==> config.mk <==
export PLATFORM = sky130hd
export DESIGN_NAME = gdm_drive_ctl
export DESIGN_NICKNAME = d
export VERILOG_FILES = /design/src/verilog/gdm_pkg.sv /design/src/verilog/gdm_pin_drv.sv /design/src/verilog/gdm_drive_ctl.sv
export SDC_FILE = /design/constraint.sdc
export NUM_CORES = 1
export LEC_CHECK = 0
export ABC_AREA = 1
export BUFFER_PORTS_ARGS = -buffer_cell sky130_fd_sc_hd__buf_2
export CORE_AREA = 5 5 184 186
export CTS_BUF_LIST = sky130_fd_sc_hd__clkbuf_8
export DETAILED_ROUTE_END_ITERATION = 10
export DIE_AREA = 0 0 189 191
export PLACE_DENSITY = 0.69
export SETUP_SLACK_MARGIN = 0.3
export SLEW_MARGIN = 20
export SYNTH_ARGS = -nofsm -noshare
export SYNTH_HDL_FRONTEND = slang
export SYNTH_SLANG_ARGS = --single-unit
==> constraint.sdc <==
create_clock -name clk -period 4.1 [get_ports clk]
set_input_delay 0.615 -clock clk [delete_from_list [all_inputs] [get_ports clk]]
set_output_delay 0.615 -clock clk [all_outputs]
set_load 0.02 [all_outputs]
==> src/verilog/gdm_pkg.sv <==
// shared constants, types and register map of the gpio drive-mode block
package gdm_pkg;

  localparam int GDM_PORTS = 5;
  localparam int GDM_PINS = 8;
  localparam int GDM_P4 = 4;
  localparam int GDM_P4_PINS = 4;

  // register indices; byte address is four times the index
  localparam logic [7:0] GDM_IDX_LO [GDM_PORTS] = '{8'h00, 8'h04, 8'h08, 8'h0c, 8'h10};
  localparam logic [7:0] GDM_IDX_HI [GDM_PORTS] = '{8'h01, 8'h05, 8'h09, 8'h0d, 8'h11};
  localparam logic [7:0] GDM_IDX_OVR = 8'hd1;
  localparam int GDM_IDX_LSB = 2;
  localparam int GDM_IDX_MSB = 9;

  localparam logic [7:0] GDM_LO_RST = 8'h00;
  localparam logic [7:0] GDM_HI_RST = 8'hff;
  localparam logic [7:0] GDM_OVR_RST = 8'h00;
  localparam logic [31:0] GDM_RDATA_RST = 32'h0000_0000;

  // override register fields
  localparam int GDM_OVR_P7_SEL = 7;
  localparam int GDM_OVR_P7_EN = 6;
  localparam int GDM_OVR_P4_SEL = 5;
  localparam int GDM_OVR_P4_EN = 4;
  localparam int GDM_OVR_PIN7 = 7;
  localparam int GDM_OVR_PIN4 = 4;

  localparam logic [1:0] GDM_HTRANS_NONSEQ_BIT = 2'h2;
  localparam logic GDM_HRESP_OKAY = 1'b0;

  typedef enum logic [1:0] {
    GDM_MODE_RESISTIVE = 2'b00,
    GDM_MODE_STRONG = 2'b01,
    GDM_MODE_HIGHZ = 2'b10,
    GDM_MODE_OPEN_DRAIN = 2'b11
  } gdm_mode_e;

  typedef enum logic [1:0] {
    GDM_BUS_IDLE = 2'b00,
    GDM_BUS_WRITE = 2'b01,
    GDM_BUS_READ_WAIT = 2'b10,
    GDM_BUS_READ_DONE = 2'b11
  } gdm_bus_e;

  // pad controls of one port, bit n is pin n
  typedef struct packed {
    logic [7:0] out;
    logic [7:0] oe;
    logic [7:0] pull_up;
    logic [7:0] in_en;
  } gdm_pad_s;

  // what the rest of the chip wants on one port
  typedef struct packed {
    logic [7:0] data;
    logic [7:0] func_en;
    logic [7:0] func_val;
  } gdm_port_in_s;

  // internal signals that may be routed onto port 0, with sense_clk_select and sleep steering them
  typedef struct packed {
    logic main_system_clock;
    logic sense_out;
    logic sense_clk;
    logic sense_clk_select;
    logic timer_output;
    logic slow_32k_clock;
    logic sleep;
  } gdm_ovr_src_s;

endpackage : gdm_pkg

==> src/verilog/gdm_pin_drv.sv <==
// per-pin driver decode and input synchroniser for one port
`timescale 1ns/1ns
`default_nettype none
module gdm_pin_drv (
  input wire logic clk,
  input wire logic nrst,
  input wire logic [7:0] mode_hi,
  input wire logic [7:0] mode_lo,
  input wire logic [7:0] data,
  input wire logic [7:0] pad_in,
  output gdm_pkg::gdm_pad_s pad,
  output logic [7:0] pin_val
);
  import gdm_pkg::*;

  logic [7:0] sync1;
  logic [7:0] sync2;

  genvar n;
  generate
    for (n = 0; n < GDM_PINS; n++) begin : g_pin
      gdm_mode_e mode;
      assign mode = gdm_mode_e'({mode_hi[n], mode_lo[n]});
      always_comb begin
        pad.out[n] = 1'b0;
        pad.oe[n] = 1'b0;
        pad.pull_up[n] = 1'b0;
        pad.in_en[n] = 1'b1;
        case (mode)
          GDM_MODE_RESISTIVE: begin
            pad.oe[n] = ~data[n];
            pad.pull_up[n] = data[n];
          end
          GDM_MODE_STRONG: begin
            pad.out[n] = data[n];
            pad.oe[n] = 1'b1;
          end
          GDM_MODE_HIGHZ: begin
            pad.in_en[n] = 1'b0;
          end
          GDM_MODE_OPEN_DRAIN: begin
            pad.oe[n] = ~data[n];
          end
          default: begin
            pad.in_en[n] = 1'b0;
          end
        endcase
      end
    end
  endgenerate

  // pads are asynchronous to clk, two flops before any use
  always_ff @(posedge clk) begin
    if (!nrst) begin
      sync1 <= 8'h00;
      sync2 <= 8'h00;
    end else begin
      sync1 <= pad_in;
      sync2 <= sync1;
    end
  end

  // disabled inputs read zero so a floating pad costs nothing downstream
  always_ff @(posedge clk) begin
    if (!nrst) begin
      pin_val <= 8'h00;
    end else begin
      pin_val <= sync2 & pad.in_en;
    end
  end

endmodule : gdm_pin_drv
`default_nettype wire

==> src/verilog/gdm_drive_ctl.sv <==
// gpio drive-mode registers, port 0 output override and ahb-lite slave
// What this block does
// - pin drive setting is high-register bit over low-register bit, same position
// - mode 00 resistive high strong low; mode 01 strong both ways
// - mode 10 high-z, input off; reset gives low zeros, high ones
// - mode 11 open drain: float high, strong low
// - port 4 reads return last bus value in the upper nibble
// - pin 7 select: zero main clock, one sensing output or clock
// - pin 7 enable routes selected signal to port 0 pin 7
// - pin 4 select: zero timer output, one 32 kHz clock
// - pin 4 enable routes selected signal to port 0 pin 4
// - sleep blocks timer and 32 kHz overrides from pin 4
// - enabled override beats any other internal function on the pin
//
// Added by the designer: the AHB-Lite slave port.
`timescale 1ns/1ns
`default_nettype none
module gdm_drive_ctl (
  input wire logic clk,
  input wire logic nrst,
  input wire logic hsel,
  input wire logic [31:0] haddr,
  input wire logic [1:0] htrans,
  input wire logic hwrite,
  input wire logic [2:0] hsize,
  input wire logic [31:0] hwdata,
  input wire logic hready,
  output logic hreadyout,
  output logic hresp,
  output logic [31:0] hrdata,
  input wire gdm_pkg::gdm_port_in_s [gdm_pkg::GDM_PORTS-1:0] port_ctl,
  input wire gdm_pkg::gdm_ovr_src_s ovr_src,
  input wire logic [gdm_pkg::GDM_PORTS-1:0][7:0] pad_in,
  output gdm_pkg::gdm_pad_s [gdm_pkg::GDM_PORTS-1:0] pad,
  output logic [gdm_pkg::GDM_PORTS-1:0][7:0] pin_val
);
  import gdm_pkg::*;

  gdm_bus_e state;
  gdm_bus_e next_state;
  logic [7:0] idx;
  logic addr_ok;
  logic addr_phase;
  logic wr_en;
  logic [7:0] next_rdata;
  logic [7:0] last_bus;
  logic [7:0] dm_lo [GDM_PORTS];
  logic [7:0] dm_hi [GDM_PORTS];
  logic [7:0] ovr;
  logic slow_32k_clock_s1;
  logic slow_32k_clock_s2;
  logic p7_src;
  logic p4_src;
  logic p4_live;
  logic [7:0] p0_ovr_en;
  logic [7:0] p0_ovr_val;
  logic [7:0] eff_data [GDM_PORTS];

  // hsize is accepted as is; only whole-word transfers are expected
  logic unused_hsize;
  assign unused_hsize = ^hsize;

  // bus slave
  assign addr_phase = hsel & hready & htrans[1];
  assign hresp = GDM_HRESP_OKAY;
  // reads take one wait state so a write just before can never be read stale
  assign hreadyout = (state != GDM_BUS_READ_WAIT);
  assign wr_en = (state == GDM_BUS_WRITE) & addr_ok;

  always_comb begin
    next_state = state;
    case (state)
      GDM_BUS_IDLE, GDM_BUS_WRITE, GDM_BUS_READ_DONE: begin
        if (addr_phase) begin
          next_state = hwrite ? GDM_BUS_WRITE : GDM_BUS_READ_WAIT;
        end else begin
          next_state = GDM_BUS_IDLE;
        end
      end
      GDM_BUS_READ_WAIT: begin
        next_state = GDM_BUS_READ_DONE;
      end
      default: begin
        next_state = GDM_BUS_IDLE;
      end
    endcase
  end

  always_ff @(posedge clk) begin
    if (!nrst) begin
      state <= GDM_BUS_IDLE;
    end else begin
      state <= next_state;
    end
  end

  // address capture; anything above the map decodes as unmapped
  always_ff @(posedge clk) begin
    if (!nrst) begin
      idx <= 8'h00;
      addr_ok <= 1'b0;
    end else if (addr_phase) begin
      idx <= haddr[GDM_IDX_MSB:GDM_IDX_LSB];
      addr_ok <= (haddr[31:GDM_IDX_MSB+1] == '0);
    end
  end

  // registers
  genvar p;
  generate
    for (p = 0; p < GDM_PORTS; p++) begin : g_reg
      always_ff @(posedge clk) begin
        if (!nrst) begin
          dm_lo[p] <= GDM_LO_RST;
        end else if (wr_en && idx == GDM_IDX_LO[p]) begin
          dm_lo[p] <= hwdata[7:0];
        end
      end
      always_ff @(posedge clk) begin
        if (!nrst) begin
          dm_hi[p] <= GDM_HI_RST;
        end else if (wr_en && idx == GDM_IDX_HI[p]) begin
          dm_hi[p] <= hwdata[7:0];
        end
      end
    end
  endgenerate

  always_ff @(posedge clk) begin
    if (!nrst) begin
      ovr <= GDM_OVR_RST;
    end else if (wr_en && idx == GDM_IDX_OVR) begin
      ovr <= hwdata[7:0];
    end
  end

  // last byte seen on the internal data bus, write data or read data
  always_ff @(posedge clk) begin
    if (!nrst) begin
      last_bus <= 8'h00;
    end else if (wr_en) begin
      last_bus <= hwdata[7:0];
    end else if (state == GDM_BUS_READ_WAIT) begin
      last_bus <= next_rdata;
    end
  end

  // read mux; port 4 has only four pins, upper nibble leaks the bus
  always_comb begin
    next_rdata = 8'h00;
    if (addr_ok) begin
      for (int i = 0; i < GDM_PORTS; i++) begin
        if (idx == GDM_IDX_LO[i]) begin
          next_rdata = dm_lo[i];
          if (i == GDM_P4) begin
            next_rdata = {last_bus[7:4], dm_lo[i][3:0]};
          end
        end
        if (idx == GDM_IDX_HI[i]) begin
          next_rdata = dm_hi[i];
          if (i == GDM_P4) begin
            next_rdata = {last_bus[7:4], dm_hi[i][3:0]};
          end
        end
      end
      if (idx == GDM_IDX_OVR) begin
        next_rdata = ovr;
      end
    end
  end

  always_ff @(posedge clk) begin
    if (!nrst) begin
      hrdata <= GDM_RDATA_RST;
    end else if (state == GDM_BUS_READ_WAIT) begin
      hrdata <= {24'h00_0000, next_rdata};
    end
  end

  // overrides
  // the 32 kHz clock comes from its own oscillator
  always_ff @(posedge clk) begin
    if (!nrst) begin
      slow_32k_clock_s1 <= 1'b0;
      slow_32k_clock_s2 <= 1'b0;
    end else begin
      slow_32k_clock_s1 <= ovr_src.slow_32k_clock;
      slow_32k_clock_s2 <= slow_32k_clock_s1;
    end
  end

  // the main clock tap passes through gates only, a flop would halve it
  always_comb begin
    if (ovr[GDM_OVR_P7_SEL]) begin
      p7_src = ovr_src.sense_clk_select ? ovr_src.sense_clk : ovr_src.sense_out;
    end else begin
      p7_src = ovr_src.main_system_clock;
    end
  end

  assign p4_src = ovr[GDM_OVR_P4_SEL] ? slow_32k_clock_s2 : ovr_src.timer_output;
  // in sleep the pin falls back to its normal function
  assign p4_live = ovr[GDM_OVR_P4_EN] & ~ovr_src.sleep;

  always_comb begin
    p0_ovr_en = 8'h00;
    p0_ovr_val = 8'h00;
    p0_ovr_en[GDM_OVR_PIN7] = ovr[GDM_OVR_P7_EN];
    p0_ovr_val[GDM_OVR_PIN7] = ovr[GDM_OVR_P7_EN] & p7_src;
    p0_ovr_en[GDM_OVR_PIN4] = p4_live;
    p0_ovr_val[GDM_OVR_PIN4] = p4_live & p4_src;
  end

  // pin drive
  // override first, then other internal functions, then the data register;
  // the override only shows if software chose an output-capable mode
  generate
    for (p = 0; p < GDM_PORTS; p++) begin : g_port
      logic [7:0] func_data;
      logic [7:0] mode_hi;
      logic [7:0] mode_lo;
      assign func_data = (port_ctl[p].func_en & port_ctl[p].func_val)
                       | (~port_ctl[p].func_en & port_ctl[p].data);
      if (p == 0) begin : g_ovr
        assign eff_data[p] = (p0_ovr_en & p0_ovr_val) | (~p0_ovr_en & func_data);
      end else begin : g_plain
        assign eff_data[p] = func_data;
      end
      if (p == GDM_P4) begin : g_narrow
        // missing pins of port 4 are held high-z with input off
        assign mode_hi = {4'hf, dm_hi[p][GDM_P4_PINS-1:0]};
        assign mode_lo = {4'h0, dm_lo[p][GDM_P4_PINS-1:0]};
      end else begin : g_full
        assign mode_hi = dm_hi[p];
        assign mode_lo = dm_lo[p];
      end
      gdm_pin_drv u_drv (
        .clk(clk),
        .nrst(nrst),
        .mode_hi(mode_hi),
        .mode_lo(mode_lo),
        .data(eff_data[p]),
        .pad_in(pad_in[p]),
        .pad(pad[p]),
        .pin_val(pin_val[p])
      );
    end
  endgenerate

endmodule : gdm_drive_ctl
`default_nettype wire

==> results.md <==
* Crit path capture type: output port
* Initial antenna violation count at 1
* Placer Congestion at approximately 0.86
* Core area at 0.03212 mm²
* Critical path launch point type: register
* Tot GR Track Use at 17.78%
* CP required at 3.48 ns
* Final #Nets at 2197
* FF-to-FF path depth at 5
* Crit Path Max Fanout at 3
* Max stage delay cell, worst path: o41ai_1
* Max_slew headroom at 30.49%
* Antenna Nets Post-Route at 0
* Total negative slack at 0 ns
* Seq cells post-synth at approximately 210
* Ys Warns at 0
* Clk sink count at around 210
* First-pass DRT Iterations at 5
* Buffers & Inverters on Critical Path at 4
* Ratio of cells with drive above 1 in the final layout at 24.49%
* CP most frequent cell: inv_1
* Post-DP HPWL at 27.08 mm
* Detailed-route via count at 10.08k
* CTS resizes at 0
* RSZ-0062 raised after global routing: false
* Max-Cap Viols at 0
* Fin. max-slew vios at 0
* Post-CTS setup buffers at 0
* Pwr Density at ~340 mW/mm²
* Util after Layout at 44.54%
* HP Class: in2reg
* Area Overhead vs Synth at 27.18%
* Die Ht at 191 µm
* Largest net degree at the start of global routing at 58
* First-pass GRT wire length at 50.66 mm
* Initial Util at around a third
* # hold bufs at CTS at 0
* Max Freq at 0.3920 GHz
* Peak VDD IR at 0.2088 mV
* Status: finished clean
* Overflow after GRT at 0
* Root Buffer: clkbuf_8
* CP max stage delay at 0.45 ns
* Num CTS Buffers at 40
* Initial DRC count at 502
* Post-synthesis cell area at 0.01125 mm²
* Cell chain of the critical path: inv_1, o41ai_1, buf_4, inv_1, nor2_1, buf_2
* Worst Hold Launch: pad_in[16]
* I/O Buffers at 383
* H-tree levels at 2
* Hold endpoint: g_port[2].u_drv.sync1[0]$_SDFF_PN0_
* Post-route clock period utilization at slightly above 60%
* Leak at 0.008161 µW
* Post-synthesis sequential area ratio at between 40 and 50%
* Hold Vio Cnt, Final at 0
* Post-synthesis area per instance at 7.812 µm²
* Die width at 189 µm
* # rows at 66
* Worst-Skew Late Latency at 0.53 ns
* CTS tree: yes
* Reg2reg setup slack at around 1.6 ns
* Worst Tran Pin Value at 1.032 ns
* Vias/cell at 4.411
* Reg clk slew, reported paths at 0.06 ns
* Reg2reg start: addr_ok$_SDFFE_PN0P_
* I/O pin total at 475
* DRC at 0
* Total power at 4901 µW
* Final wirelength at 34.14 mm
* Hold WS at 0.2637 ns
* Setup Crit Path Kind: reg2out
* Reg-to-Reg End: dm_hi[0][3]$_SDFFCE_PN1P_
* Largest delay share family, worst path: buffers and inverters
* Antenna diodes at 0
* Fin crit period at 2.551 ns
* Clk_skew at 0.01851 ns
* WHS Path Cells at 3
* Gate Count Post-Synth at about 1.4k
* WL/cell at 14.93 µm
* Clk buf depth at 3
* Vias in the first global route at 9765
* DIE AREA at 0.03610 mm²
* Yosys cell types at 33
* Final setup viols at 0
* Arrival time worst endpoint at 1.94 ns
## area by class of cell
| type | count | area [µm²] |
|---|---|---|
| multi-input cells | 849 | 4676 |
| flip-flops and latches | 213 | 4985 |
| fillers | 3273 | 17820 |
| repair buffers | 391 | 1979 |
| well taps | 408 | 510.5 |
| inverters | 353 | 1325 |
| clock buffers | 50 | 688.2 |
| clock inverters | 22 | 143.9 |
## where the power goes
part / switching, µW / internal (µW)
logic: 348 / 172
clock network: 897 / 1220
registers: 25.5 / 2240
total: 1270 / 3630
## through the flow
stage	cell area, µm²	std cells	setup WS [ns]
global placement	13480	2214	1.543
CTS	14310	2286	1.415
finish	14310	2286	1.549
detailed placement	13480	2214	1.396
floorplan	11410	1484	1.985
global route	14310	2286	1.339
## tightest hold or removal path, delay by kind of cell
family	cells	cell delay (ns)
simple gates	1	0.04
buf+inv	2	0.11
## layer usage
layer	vias up	global-route usage, %	wire [µm]
li1	5052	-	-
met1	4545	21.14	13620
met2	417	31.94	16650
met3	67	4.310	2942
met4	2	5.129	919
met5	-	0	13
## kinds of logic (layout without fill, tap and decap cells)
| kind of cell | Yosys count | in the layout | synth area share (%) |
|---|---|---|---|
| multiplexers | 34 | 34 | 3.025 |
| adder cells (fa/ha/maj) | 108 | 108 | 12.01 |
| buffers and inverters | 422 | 816 | 15.59 |
| AO/OA/AOI/OAI | 126 | 126 | 5.750 |
| flip-flops | 213 | 213 | 44.31 |
| other | 1 | 45 | 0.03333 |
| AND/OR/NAND/NOR | 536 | 536 | 19.27 |
## registers in the layout (all words and copies together), names as in the netlist
name	count
dm_hi	36
dm_lo	36
g_port.u_drv.pin_val	36
g_port.u_drv.sync1	36
g_port.u_drv.sync2	36
hrdata	8
idx	8
ovr	8
last_bus	4
state	2
addr_ok	1
slow_32k_clock_s1	1
slow_32k_clock_s2	1
## cell usage in the layout, fill, tap and decap left out, types with 2 or more instances in the layout
cell         n
buf_2      382
inv_1      357
nand2_1    308
nor2_1     164
dfxtp_1    141
ha_1       108
a21oi_1     73
edfxtp_1    72
clkbuf_8    50
conb_1      45
o21ai_0     43
nand3_1     37
mux2i_1     34
clkinv_1    11
buf_4        9
nand4_1      5
nor4_1       5
nor3_1       4
nor2_2       3
o21ai_1      3
nor3_2       3
clkinv_2     3
o22ai_1      2
o21a_1       2
nor3_4       2
bufinv_16    2
## cells in the mapped netlist
cell	count	area share, %
a21oi_1	73	3.2
buf_1	1	0.033
buf_2	1	0.044
buf_4	45	3.0
clkbuf_1	22	0.73
clkinv_1	10	0.33
conb_1	1	0.033
dfxtp_1	141	25
edfxtp_1	72	19
ha_1	108	12
inv_1	342	11
inv_2	1	0.033
mux2i_1	34	3.0
nand2_1	308	10
nand2_2	1	0.056
nand3_1	37	1.6
nand3_2	1	0.089
nand3b_1	1	0.067
nand4_1	5	0.28
nor2_1	164	5.5
nor2_2	3	0.17
nor2_4	1	0.10
nor3_1	4	0.18
nor3_2	3	0.27
nor3_4	2	0.29
nor4_1	5	0.28
nor4_2	1	0.11
o211ai_1	1	0.067
o21a_1	2	0.13
o21ai_0	46	2.0
o21bai_1	1	0.067
o22ai_1	2	0.11
o41ai_1	1	0.078
## worst max path at each step
stage                                     end                  from  slack, ns  cells past startpoint
CTS                                   pad[12]   ovr[4]$_SDFFE_PN0P_       1.42                      6
finish                                pad[12]   ovr[4]$_SDFFE_PN0P_       1.55                      6
floorplan           dm_hi[2][0]$_SDFFCE_PN1P_   idx[4]$_SDFFE_PN0P_       1.98                      7
global placement    dm_lo[3][2]$_SDFFCE_PN0P_  addr_ok$_SDFFE_PN0P_       1.54                      5
global route                          pad[12]   ovr[4]$_SDFFE_PN0P_       1.34                      6
detailed placement  dm_lo[3][2]$_SDFFCE_PN0P_  addr_ok$_SDFFE_PN0P_       1.40                      5
Note: power is estimated with default switching activity, not from simulation.
